==> src/udt_regs.svh <==
`ifndef UDT_REGS_SVH
`define UDT_REGS_SVH

// Register byte offsets on the APB
`define UDT_ADDR_W 8
`define UDT_OFS_CTRL 8'h00
`define UDT_OFS_MODE 8'h04
`define UDT_OFS_CNT_LO 8'h08
`define UDT_OFS_CNT_HI 8'h0c
`define UDT_OFS_RLD_LO 8'h10
`define UDT_OFS_RLD_HI 8'h14
`define UDT_OFS_STATUS 8'h18
`define UDT_OFS_CLEAR 8'h1c
`define UDT_OFS_ENABLE 8'h20

// Control register fields
`define UDT_CTRL_RUN 0
`define UDT_CTRL_CT 1
`define UDT_CTRL_CPRL 2
`define UDT_CTRL_RCLK 3
`define UDT_CTRL_TRANSMIT_CLOCK_SELECT 4
`define UDT_CTRL_EXF 7

// Mode register fields
`define UDT_MODE_DOWN_COUNT_ENABLE 0
`define UDT_MODE_CLKOE 1

// Status, clear and enable fields
`define UDT_ST_OVF 0

// Reset values
`define UDT_RST_CTRL 8'h00
`define UDT_RST_MODE 2'h0
`define UDT_RST_CNT 16'h0000
`define UDT_RST_RLD 16'h0000
`define UDT_RST_PRE 4'h0
`define UDT_RST_DATA 32'h0000_0000

// Count limits and the timer-function prescaler
`define UDT_CNT_TOP 16'hffff
`define UDT_TIMER_DIV 12
`define UDT_PRE_W 4

`endif

==> src/udt_pkg.sv <==
package udt_pkg;

`include "udt_regs.svh"

typedef enum logic [1:0] {
  UDT_MODE_CAPTURE,
  UDT_MODE_RELOAD,
  UDT_MODE_BAUD
} udt_mode_e;

typedef struct packed {
  logic [7:0] ctrl;
  logic [1:0] tmode;
  logic [15:0] cnt;
  logic [15:0] rld;
  logic ovf;
  logic ovf_en;
  logic [`UDT_PRE_W-1:0] pre;
  logic cnt_pin_prev;
  logic clk_out;
  logic irq;
  logic pready;
  logic pslverr;
  logic [31:0] prdata;
} udt_state_s;

typedef struct packed {
  logic [1:0] s1;
  logic [1:0] s2;
} udt_sync_s;

endpackage

==> src/udt_sync.sv <==
`timescale 1ns/10ps
module udt_sync (
  input wire logic pclk,
  input wire logic presetn,
  input wire logic ce,
  input wire logic [1:0] pin_async,
  output logic [1:0] pin_sync
);
  import udt_pkg::*;

  udt_sync_s q;
  udt_sync_s d;

  // First stage feeds only the second stage
  always_comb begin
    d = q;
    if (ce) begin
      d.s1 = pin_async;
      d.s2 = q.s1;
    end
  end

  always_ff @(posedge pclk or negedge presetn) begin
    if (!presetn) begin
      q <= '0;
    end else begin
      q <= d;
    end
  end

  assign pin_sync = q.s2;
endmodule // udt_sync

==> src/udt_timer.sv <==
// Function
// - Sixteen-bit count kept as low and high bytes, low carrying into high.
// - Select bit picks clock divided by twelve or external pin edges.
// - Count advances only while run bit is set, otherwise holds.
// - Capture, auto-reload and baud modes chosen from three select bits.
// - Down-count enable clear: auto-reload counts up only, direction ignored.
// - Down-count enable set: direction pin picks up or down counting in auto-reload mode.
// - Counting up, overflow past FFFFh sets overflow flag and interrupt, except in baud mode.
// - Up overflow loads the reload value into the count bytes, or zero in capture mode.
// - Counting down, underflow when count equals reload value.
// - Down underflow sets overflow flag and loads FFFFh.
// - External flag toggles on each up/down-mode wrap, never requests an interrupt.
// - Clock output toggles on each up overflow while its own enable is set, in any mode, baud or not.
`timescale 1ns/10ps
`include "udt_regs.svh"
module udt_timer (
  input wire logic pclk,
  input wire logic presetn,
  input wire logic ce,
  input wire logic [`UDT_ADDR_W-1:0] paddr,
  input wire logic psel,
  input wire logic penable,
  input wire logic pwrite,
  input wire logic [31:0] pwdata,
  output logic [31:0] prdata,
  output logic pready,
  output logic pslverr,
  input wire logic external_count_pin,
  input wire logic direction_pin,
  output logic irq,
  output logic clock_out
);
  import udt_pkg::*;

  udt_state_s q;
  udt_state_s d;
  logic [1:0] pins_sync;
  logic cnt_pin_s;
  logic dir_s;
  udt_mode_e mode;
  logic down_count_enable;
  logic updown;
  logic count_up;
  logic pre_wrap;
  logic cnt_edge;
  logic advance;
  logic at_top;
  logic at_floor;
  logic ovf_ev;
  logic unf_ev;
  logic wrap_ev;
  logic setup;
  logic acc;
  logic wr;
  logic wr_cnt;
  logic clr_ovf;
  logic mapped;

  localparam logic [`UDT_PRE_W-1:0] PRE_LAST =
    `UDT_PRE_W'(`UDT_TIMER_DIV - 1);

  // Both pins cross from outside before any logic looks at them
  udt_sync u_sync (
    .pclk(pclk),
    .presetn(presetn),
    .ce(ce),
    .pin_async({direction_pin, external_count_pin}),
    .pin_sync(pins_sync)
  );
  assign cnt_pin_s = pins_sync[0];
  assign dir_s = pins_sync[1];

  // Baud selects win over capture, as only one mode can own the reload
  always_comb begin
    if (q.ctrl[`UDT_CTRL_RCLK] || q.ctrl[`UDT_CTRL_TRANSMIT_CLOCK_SELECT]) begin
      mode = UDT_MODE_BAUD;
    end else if (q.ctrl[`UDT_CTRL_CPRL]) begin
      mode = UDT_MODE_CAPTURE;
    end else begin
      mode = UDT_MODE_RELOAD;
    end
  end

  assign down_count_enable = q.tmode[`UDT_MODE_DOWN_COUNT_ENABLE];
  assign updown = (mode == UDT_MODE_RELOAD) && down_count_enable;
  // Legacy mode ignores the direction pin
  assign count_up = !updown || dir_s;

  // Counter function counts falling edges of the synchronised pin
  assign pre_wrap = (q.pre == PRE_LAST);
  assign cnt_edge = q.cnt_pin_prev && !cnt_pin_s;
  assign advance = ce && q.ctrl[`UDT_CTRL_RUN] &&
    (q.ctrl[`UDT_CTRL_CT] ? cnt_edge : pre_wrap);

  assign at_top = (q.cnt == `UDT_CNT_TOP);
  assign at_floor = (q.cnt == q.rld);
  assign ovf_ev = advance && count_up && at_top;
  assign unf_ev = advance && !count_up && at_floor;
  assign wrap_ev = ovf_ev || unf_ev;

  // Zero-wait APB: pready rises for the access cycle only
  assign setup = ce && psel && !penable;
  assign acc = ce && psel && penable && q.pready;
  assign wr = acc && pwrite;
  assign wr_cnt = wr && ((paddr == `UDT_OFS_CNT_LO) ||
    (paddr == `UDT_OFS_CNT_HI));
  assign clr_ovf = wr && (paddr == `UDT_OFS_CLEAR) &&
    pwdata[`UDT_ST_OVF];

  always_comb begin
    mapped = 1'b1;
    unique case (paddr)
      `UDT_OFS_CTRL, `UDT_OFS_MODE, `UDT_OFS_CNT_LO, `UDT_OFS_CNT_HI,
      `UDT_OFS_RLD_LO, `UDT_OFS_RLD_HI, `UDT_OFS_STATUS,
      `UDT_OFS_CLEAR, `UDT_OFS_ENABLE: mapped = 1'b1;
      default: mapped = 1'b0;
    endcase
  end

  always_comb begin
    d = q;
    if (ce) begin
      d.pre = pre_wrap ? `UDT_RST_PRE : q.pre + `UDT_PRE_W'(1);
      d.cnt_pin_prev = cnt_pin_s;

      // Count path, the 16-bit add carries low byte into high
      if (advance) begin
        if (count_up) begin
          if (!at_top) begin
            d.cnt = q.cnt + 16'h0001;
          end else if (mode == UDT_MODE_CAPTURE) begin
            d.cnt = `UDT_RST_CNT;
          end else begin
            d.cnt = q.rld;
          end
        end else begin
          if (at_floor) begin
            d.cnt = `UDT_CNT_TOP;
          end else begin
            d.cnt = q.cnt - 16'h0001;
          end
        end
      end

      // Register writes, taken at the access edge
      if (wr) begin
        unique case (paddr)
          `UDT_OFS_CTRL: d.ctrl = pwdata[7:0];
          `UDT_OFS_MODE: d.tmode = pwdata[1:0];
          `UDT_OFS_CNT_LO: d.cnt[7:0] = pwdata[7:0];
          `UDT_OFS_CNT_HI: d.cnt[15:8] = pwdata[7:0];
          `UDT_OFS_RLD_LO: d.rld[7:0] = pwdata[7:0];
          `UDT_OFS_RLD_HI: d.rld[15:8] = pwdata[7:0];
          `UDT_OFS_ENABLE: d.ovf_en = pwdata[`UDT_ST_OVF];
          default: d.ovf_en = q.ovf_en;
        endcase
      end

      // Extra count bit, flips on each up/down-mode wrap, applied after any software write; no interrupt
      if (wrap_ev && updown) begin
        d.ctrl[`UDT_CTRL_EXF] = !d.ctrl[`UDT_CTRL_EXF];
      end

      // Sticky flag, a wrap in the clear cycle wins over the clear
      d.ovf = (q.ovf && !clr_ovf) ||
        (ovf_ev && mode != UDT_MODE_BAUD) || unf_ev;

      // Clock output toggles on each up overflow while its enable is set, in any mode
      if (ovf_ev && q.tmode[`UDT_MODE_CLKOE]) begin
        d.clk_out = !q.clk_out;
      end

      d.irq = d.ovf && d.ovf_en;

      d.pready = setup;
      d.pslverr = setup && !mapped;
      d.prdata = `UDT_RST_DATA;
      if (setup && !pwrite) begin
        unique case (paddr)
          `UDT_OFS_CTRL: d.prdata[7:0] = q.ctrl;
          `UDT_OFS_MODE: d.prdata[1:0] = q.tmode;
          `UDT_OFS_CNT_LO: d.prdata[7:0] = q.cnt[7:0];
          `UDT_OFS_CNT_HI: d.prdata[7:0] = q.cnt[15:8];
          `UDT_OFS_RLD_LO: d.prdata[7:0] = q.rld[7:0];
          `UDT_OFS_RLD_HI: d.prdata[7:0] = q.rld[15:8];
          `UDT_OFS_STATUS: d.prdata[`UDT_ST_OVF] = q.ovf;
          `UDT_OFS_ENABLE: d.prdata[`UDT_ST_OVF] = q.ovf_en;
          default: d.prdata = `UDT_RST_DATA;
        endcase
      end
    end
  end

  always_ff @(posedge pclk or negedge presetn) begin
    if (!presetn) begin
      q.ctrl <= `UDT_RST_CTRL;
      q.tmode <= `UDT_RST_MODE;
      q.cnt <= `UDT_RST_CNT;
      q.rld <= `UDT_RST_RLD;
      q.ovf <= 1'b0;
      q.ovf_en <= 1'b0;
      q.pre <= `UDT_RST_PRE;
      q.cnt_pin_prev <= 1'b0;
      q.clk_out <= 1'b0;
      q.irq <= 1'b0;
      q.pready <= 1'b0;
      q.pslverr <= 1'b0;
      q.prdata <= `UDT_RST_DATA;
    end else begin
      q <= d;
    end
  end

  assign prdata = q.prdata;
  assign pready = q.pready;
  assign pslverr = q.pslverr;
  assign irq = q.irq;
  assign clock_out = q.clk_out;

  // Checks on counting behaviour
  chk_hold_when_stopped: assert property (
    @(posedge pclk) disable iff (!presetn)
    (!q.ctrl[`UDT_CTRL_RUN] && !wr_cnt) |=> $stable(q.cnt)
  ) else $error("count moved while stopped");

  chk_prescale_period: assert property (
    @(posedge pclk) disable iff (!presetn)
    (ce && pre_wrap) |=> !pre_wrap [*8]
  ) else $error("prescaler wrapped too early");

  chk_legacy_count_up: assert property (
    @(posedge pclk) disable iff (!presetn)
    (advance && mode == UDT_MODE_RELOAD && !down_count_enable && !at_top && !wr_cnt)
    |=> q.cnt == $past(q.cnt) + 16'h0001
  ) else $error("legacy mode did not count up");

  chk_down_step: assert property (
    @(posedge pclk) disable iff (!presetn)
    (advance && updown && !dir_s && !at_floor && !wr_cnt)
    |=> q.cnt == $past(q.cnt) - 16'h0001
  ) else $error("down count did not decrement");

  chk_up_overflow_reload: assert property (
    @(posedge pclk) disable iff (!presetn)
    (ovf_ev && mode == UDT_MODE_RELOAD && !wr_cnt)
    |=> q.cnt == $past(q.rld)
  ) else $error("overflow did not reload");

  chk_overflow_flag_irq: assert property (
    @(posedge pclk) disable iff (!presetn)
    (ovf_ev && mode == UDT_MODE_RELOAD && q.ovf_en && !wr)
    |=> q.ovf && q.irq
  ) else $error("overflow flag or interrupt missing");

  chk_underflow_reload: assert property (
    @(posedge pclk) disable iff (!presetn)
    (unf_ev && !wr_cnt) |=> q.cnt == `UDT_CNT_TOP && q.ovf
  ) else $error("underflow did not load top value");

  chk_underflow_compare: assert property (
    @(posedge pclk) disable iff (!presetn)
    (advance && !count_up && q.cnt != q.rld && !wr_cnt)
    |=> q.cnt != `UDT_CNT_TOP || $past(q.cnt) == 16'h0000
  ) else $error("underflow taken before reload value");

  chk_ext_flag_toggle: assert property (
    @(posedge pclk) disable iff (!presetn)
    (wrap_ev && updown && !wr)
    |=> q.ctrl[`UDT_CTRL_EXF] != $past(q.ctrl[`UDT_CTRL_EXF])
  ) else $error("external flag did not toggle");

  chk_flag_sticky: assert property (
    @(posedge pclk) disable iff (!presetn)
    (q.ovf && !clr_ovf) |=> q.ovf
  ) else $error("overflow flag cleared itself");

  chk_clock_out_toggle: assert property (
    @(posedge pclk) disable iff (!presetn)
    (ovf_ev && q.tmode[`UDT_MODE_CLKOE]) |=> q.clk_out != $past(q.clk_out)
  ) else $error("clock output missed a wrap");

  chk_dir_synced: assert property (
    @(posedge pclk) disable iff (!presetn)
    (presetn && ce) [*3] |-> dir_s == $past(direction_pin, 2)
  ) else $error("direction not taken through two stages");

  // Checks on the register bus, clock enable, count gating, wraps and flags
  chk_ready_after_setup: assert property (
    @(posedge pclk) disable iff (!presetn)
    (ce && setup) |=> pready
  ) else $error("ready missing after setup");

  chk_ready_one_cycle: assert property (
    @(posedge pclk) disable iff (!presetn)
    (ce && !setup) |=> !pready
  ) else $error("ready held past the access cycle");

  chk_error_unmapped: assert property (
    @(posedge pclk) disable iff (!presetn)
    (ce && setup) |=> pslverr == !$past(mapped)
  ) else $error("error response does not match the address map");

  chk_read_data_idle: assert property (
    @(posedge pclk) disable iff (!presetn)
    (ce && !setup) |=> prdata == `UDT_RST_DATA
  ) else $error("read data not zero outside access");

  chk_ce_freeze: assert property (
    @(posedge pclk) disable iff (!presetn)
    !ce |=> $stable(q)
  ) else $error("state moved with clock enable low");

  chk_counter_edge_only: assert property (
    @(posedge pclk) disable iff (!presetn)
    (ce && q.ctrl[`UDT_CTRL_RUN] && q.ctrl[`UDT_CTRL_CT] && !cnt_edge &&
      !wr_cnt) |=> $stable(q.cnt)
  ) else $error("counter moved without a pin edge");

  chk_timer_prescale_gate: assert property (
    @(posedge pclk) disable iff (!presetn)
    (ce && q.ctrl[`UDT_CTRL_RUN] && !q.ctrl[`UDT_CTRL_CT] && !pre_wrap &&
      !wr_cnt) |=> $stable(q.cnt)
  ) else $error("timer moved between prescaler wraps");

  chk_capture_wrap_zero: assert property (
    @(posedge pclk) disable iff (!presetn)
    (ovf_ev && mode == UDT_MODE_CAPTURE && !wr_cnt)
    |=> q.cnt == `UDT_RST_CNT && q.ovf
  ) else $error("capture mode wrap not to zero");

  chk_baud_no_flag: assert property (
    @(posedge pclk) disable iff (!presetn)
    (ovf_ev && mode == UDT_MODE_BAUD && !q.ovf) |=> !q.ovf
  ) else $error("baud mode wrap set the overflow flag");

  chk_flag_clear: assert property (
    @(posedge pclk) disable iff (!presetn)
    (q.ovf && clr_ovf && !ovf_ev && !unf_ev) |=> !q.ovf
  ) else $error("overflow flag did not clear");

  chk_ext_flag_hold: assert property (
    @(posedge pclk) disable iff (!presetn)
    (!updown && !(wr && paddr == `UDT_OFS_CTRL))
    |=> $stable(q.ctrl[`UDT_CTRL_EXF])
  ) else $error("external flag moved outside up/down mode");

endmodule // udt_timer
==> config.mk <==
export PLATFORM = sky130hd
export DESIGN_NAME = udt_timer
export DESIGN_NICKNAME = d
export VERILOG_FILES = /design/src/udt_pkg.sv /design/src/udt_sync.sv /design/src/udt_timer.sv
export VERILOG_INCLUDE_DIRS = /design/src
export SDC_FILE = /design/constraint.sdc
export NUM_CORES = 1
export LEC_CHECK = 0
export ABC_AREA = 1
export BUFFER_PORTS_ARGS = -buffer_cell sky130_fd_sc_hd__clkbuf_2
export CAP_MARGIN = 20
export CORE_MARGIN = 2
export CORE_UTILIZATION = 50
export CTS_CLUSTER_DIAMETER = 100
export DETAILED_ROUTE_END_ITERATION = 10
export MAX_ROUTING_LAYER = met4
export PLACE_DENSITY = 0.83
export SLEW_MARGIN = 20
export SYNTH_ARGS = -nofsm -noshare
export SYNTH_HDL_FRONTEND = slang
export SYNTH_SLANG_ARGS = --single-unit
==> constraint.sdc <==
create_clock -name pclk -period 1.9 [get_ports pclk]
set_clock_uncertainty 0.05 [all_clocks]
set_input_delay 0.285 -clock pclk [delete_from_list [all_inputs] [get_ports pclk]]
set_output_delay 0.285 -clock pclk [all_outputs]
set_load 0.01 [all_outputs]
==> flow_summary.toml <==
[outcome]
run_status = "completed"

[floorplanning]
dieWidth_um = 105
start_util = 0.516
dieArea_um2 = 10900
num_io_pins = 84
rows = 36
core_um2 = 9820
die_height_um = 105

[clock_tree]
cts_max_level = 3
clock-sinks = 65
clk_pin_slew_worst_paths_ps = 80
cts_tree = "built"
cts_root_buf = "clkbuf_8"
clock_path_buffers = 2
cts_buffers = 9
clk_latency_ps = 360

[placed_design]
hpwl_um = 12200
dp_slack_ps = -86.1
io_buffers = 35
place_congestion = 0.995
placed_area_um2 = 5660

[routing]
avgRoutedWirePerCell_um = 16.1
vias_per_cell = 5.35
vias = 5445
dr.first_iter.drc_count = 550
drt_first_pass_iters = 6
postRouteAntennaNets = 0
drc = 0
wl_um = 16400

[finish]
utilization = 0.616
multi_input_area_um2 = 2900
layout.nets = 932
fillCellCount = 945
drive_above_1_share = 0.202
ff_latch_area_um2 = 1640
num_antenna_cells = 0
syn2layout_area_growth_pct = 19.4
final_area_um2 = 6050

[timing]
setup_ws_ps = 44.7
rsz0062_at_grt = "true"
fin_setup_tns_ps = 0
period_needed_ps = 1860
final.period_utilization = 0.976
hold-worst-slack_ps = 75.5
setup_viol = 0
drv_slew = 0
max_freq_mhz = 539
finalHoldViolCount = 0

[power_and_ir_drop]
vdd_ir_drop_max_uv = 566
p_per_area_nw_per_um2 = 600
leakage_nw = 3.16

[global_routing]
grt_pass1_wl_um = 26300
grt_usage = 0.317
gr-total-overflow = 0
grt_antenna_before_repair = 0
grt_pass1_vias = 5016
grt_max_degree = 66

[critical_path]
worstSetupPathType = "flip-flop to flip-flop"
r2r_setup_slack_ps = 40
r2r_end = "q[64]$_DFFE_PN0P_"
critPathArrivalTime_ps = 2090
cp_data_required_time_ps = 2140
ff2ff_path_depth = 10
cp_max_fo = 5
r2r-start = "q[60]$_DFFE_PN0P_"
worst_setup_path_start_kind = "flip-flop"
cp-end-kind = "flip-flop"

[logic_synthesis]
ys_warn_count = 0
syn_area_per_cell_um2 = 6.39
async_reset_ff_frac = 1.00
synth_cell_types = 34
ys.flop_type = "dfrtp_1"
synth-adder-area-share = 0.00741
syn_inst = 792
synth_top_family_by_area = "simple AND/OR/NAND/NOR gates"
synth_mux_area_frac = 0
synth-simple-area-share = 0.382
syn_area_um2 = 5060
ys_seq_area_frac = 0.321
synth_seq_cells = 65
synth_edf_count = 0
synth_xor_area_frac = 0.0259
synth_compound_area_frac = 0.119

[min_path]
min_path_type = "input pin to flip-flop"
whs_path_depth = 3
hold_path_end = "u_sync.q[3]$_DFFE_PN0P_"
hold_start = "direction_pin"

[job]
cap_violations = 0
flip-flops by register name, indices dropped and copies added, names as in the netlist:
register / flops
u_sync.q: 2
clock_out: 1
irq: 1
q: 48
down_count_enable: 1
u_sync.pin_sync: 2
pready: 1
prdata: 8
pslverr: 1
power breakdown:
| part | switching, mW | total, mW | internal (mW) |
|---|---|---|---|
| Sequential | 0.0834 | 1.54 | 1.46 |
| Clock | 0.606 | 1.25 | 0.641 |
| Combinational | 0.513 | 0.841 | 0.328 |
routing by layer:
metal	global-route usage	vias up	wire, µm
met1	0.411	2490	6540
met5	-	-	0
met2	0.488	276	7630
met4	0.130	0	691
li1	-	2623	-
met3	0.0618	56	1540
cell usage after synthesis, types with 5 or more instances:
cell type    n  share of area
nor2_4       5          0.011
dfrtp_1     65           0.32
nand4_1     11          0.014
o211ai_1     6         0.0089
nand3_1     54          0.053
o21ai_0     68          0.067
inv_1       86          0.064
nand3_2      5         0.0099
nor3_1       5         0.0049
xor2_1      12          0.021
o21ai_1      8         0.0079
nor2_2       6         0.0074
nor2_1      64          0.047
a21oi_1     16          0.016
clkbuf_1     9         0.0067
buf_4       44          0.065
buf_2        5         0.0049
nand2_1    291           0.22
o22ai_1      8         0.0099
kinds of logic (layout without fill, tap and decap cells):
| family | Yosys count | count (layout) |
|---|---|---|
| AND/OR/NAND/NOR | 450 | 451 |
| buffers and inverters | 146 | 215 |
| AO/OA/AOI/OAI | 112 | 112 |
| flip-flops | 65 | 65 |
| XOR/XNOR | 15 | 15 |
| adder cells (fa/ha/maj) | 3 | 3 |
| other | 1 | 24 |
cell type report:
class,instances,area share
clock buffers,11,0.0234
clock inverters,4,0.00869
inverters,87,0.0540
multi-input cells,605,0.479
flip-flops and latches,65,0.271
well taps,133,0.0275
repair buffers,113,0.136
how the worst max path moves through the flow:
stage,to,from,slack [ps],depth (start not counted)
after floorplan,q[74]$_DFFE_PN0P_,q[59]$_DFFE_PN0P_,230,12
after global placement,q[74]$_DFFE_PN0P_,q[59]$_DFFE_PN0P_,-60,12
after detailed placement,q[74]$_DFFE_PN0P_,q[59]$_DFFE_PN0P_,-90,12
after CTS,q[74]$_DFFE_PN0P_,q[60]$_DFFE_PN0P_,-10,12
after global routing,q[71]$_DFFE_PN0P_,q[59]$_DFFE_PN0P_,-60,12
final,q[64]$_DFFE_PN0P_,q[60]$_DFFE_PN0P_,40,10
critical path: stages (launching register included):
cell	delay (ps)
dfrtp_2	430
ha_4	180
nand3_4	100
nor2_8	180
nand3_4	150
nor2_4	250
buf_4	160
nor2_1	40
nor2_1	100
o21bai_1	70
nand2_1	60
layout by cell type (no fill, tap or decap), types with 5 or more instances in the layout:
| master | instances |
|---|---|
| o21ai_1 | 12 |
| nor2_2 | 10 |
| o22ai_1 | 8 |
| dfrtp_1 | 55 |
| nand2_2 | 5 |
| a21oi_1 | 16 |
| clkbuf_2 | 34 |
| buf_4 | 70 |
| conb_1 | 24 |
| nand2_1 | 289 |
| o21ai_0 | 64 |
| clkbuf_8 | 10 |
| o211ai_1 | 6 |
| nand3_1 | 50 |
| xor2_1 | 12 |
| nor2_1 | 57 |
| nand4_1 | 11 |
| nor2_4 | 9 |
| nand3_2 | 7 |
| inv_1 | 84 |
| dfrtp_2 | 10 |
| nor3_1 | 5 |
through the flow:
step,total power [mW],std cells
after floorplan,2.07,815
after global placement,2.31,993
after detailed placement,2.33,993
after CTS,3.56,1011
after global routing,3.82,1018
final,3.63,1018
what timing repair did:
action                                  4_1_cts  5_1_grt
pin swaps                                     2       10
cloned                                        1        0
setup buffers                                 1        7
gates resized for setup                       3       38
endpoints found under the setup margin       11       20
hold endpoints to repair                     65        0
hold buffers                                  1        0
Note: power is estimated with default switching activity, not from simulation.
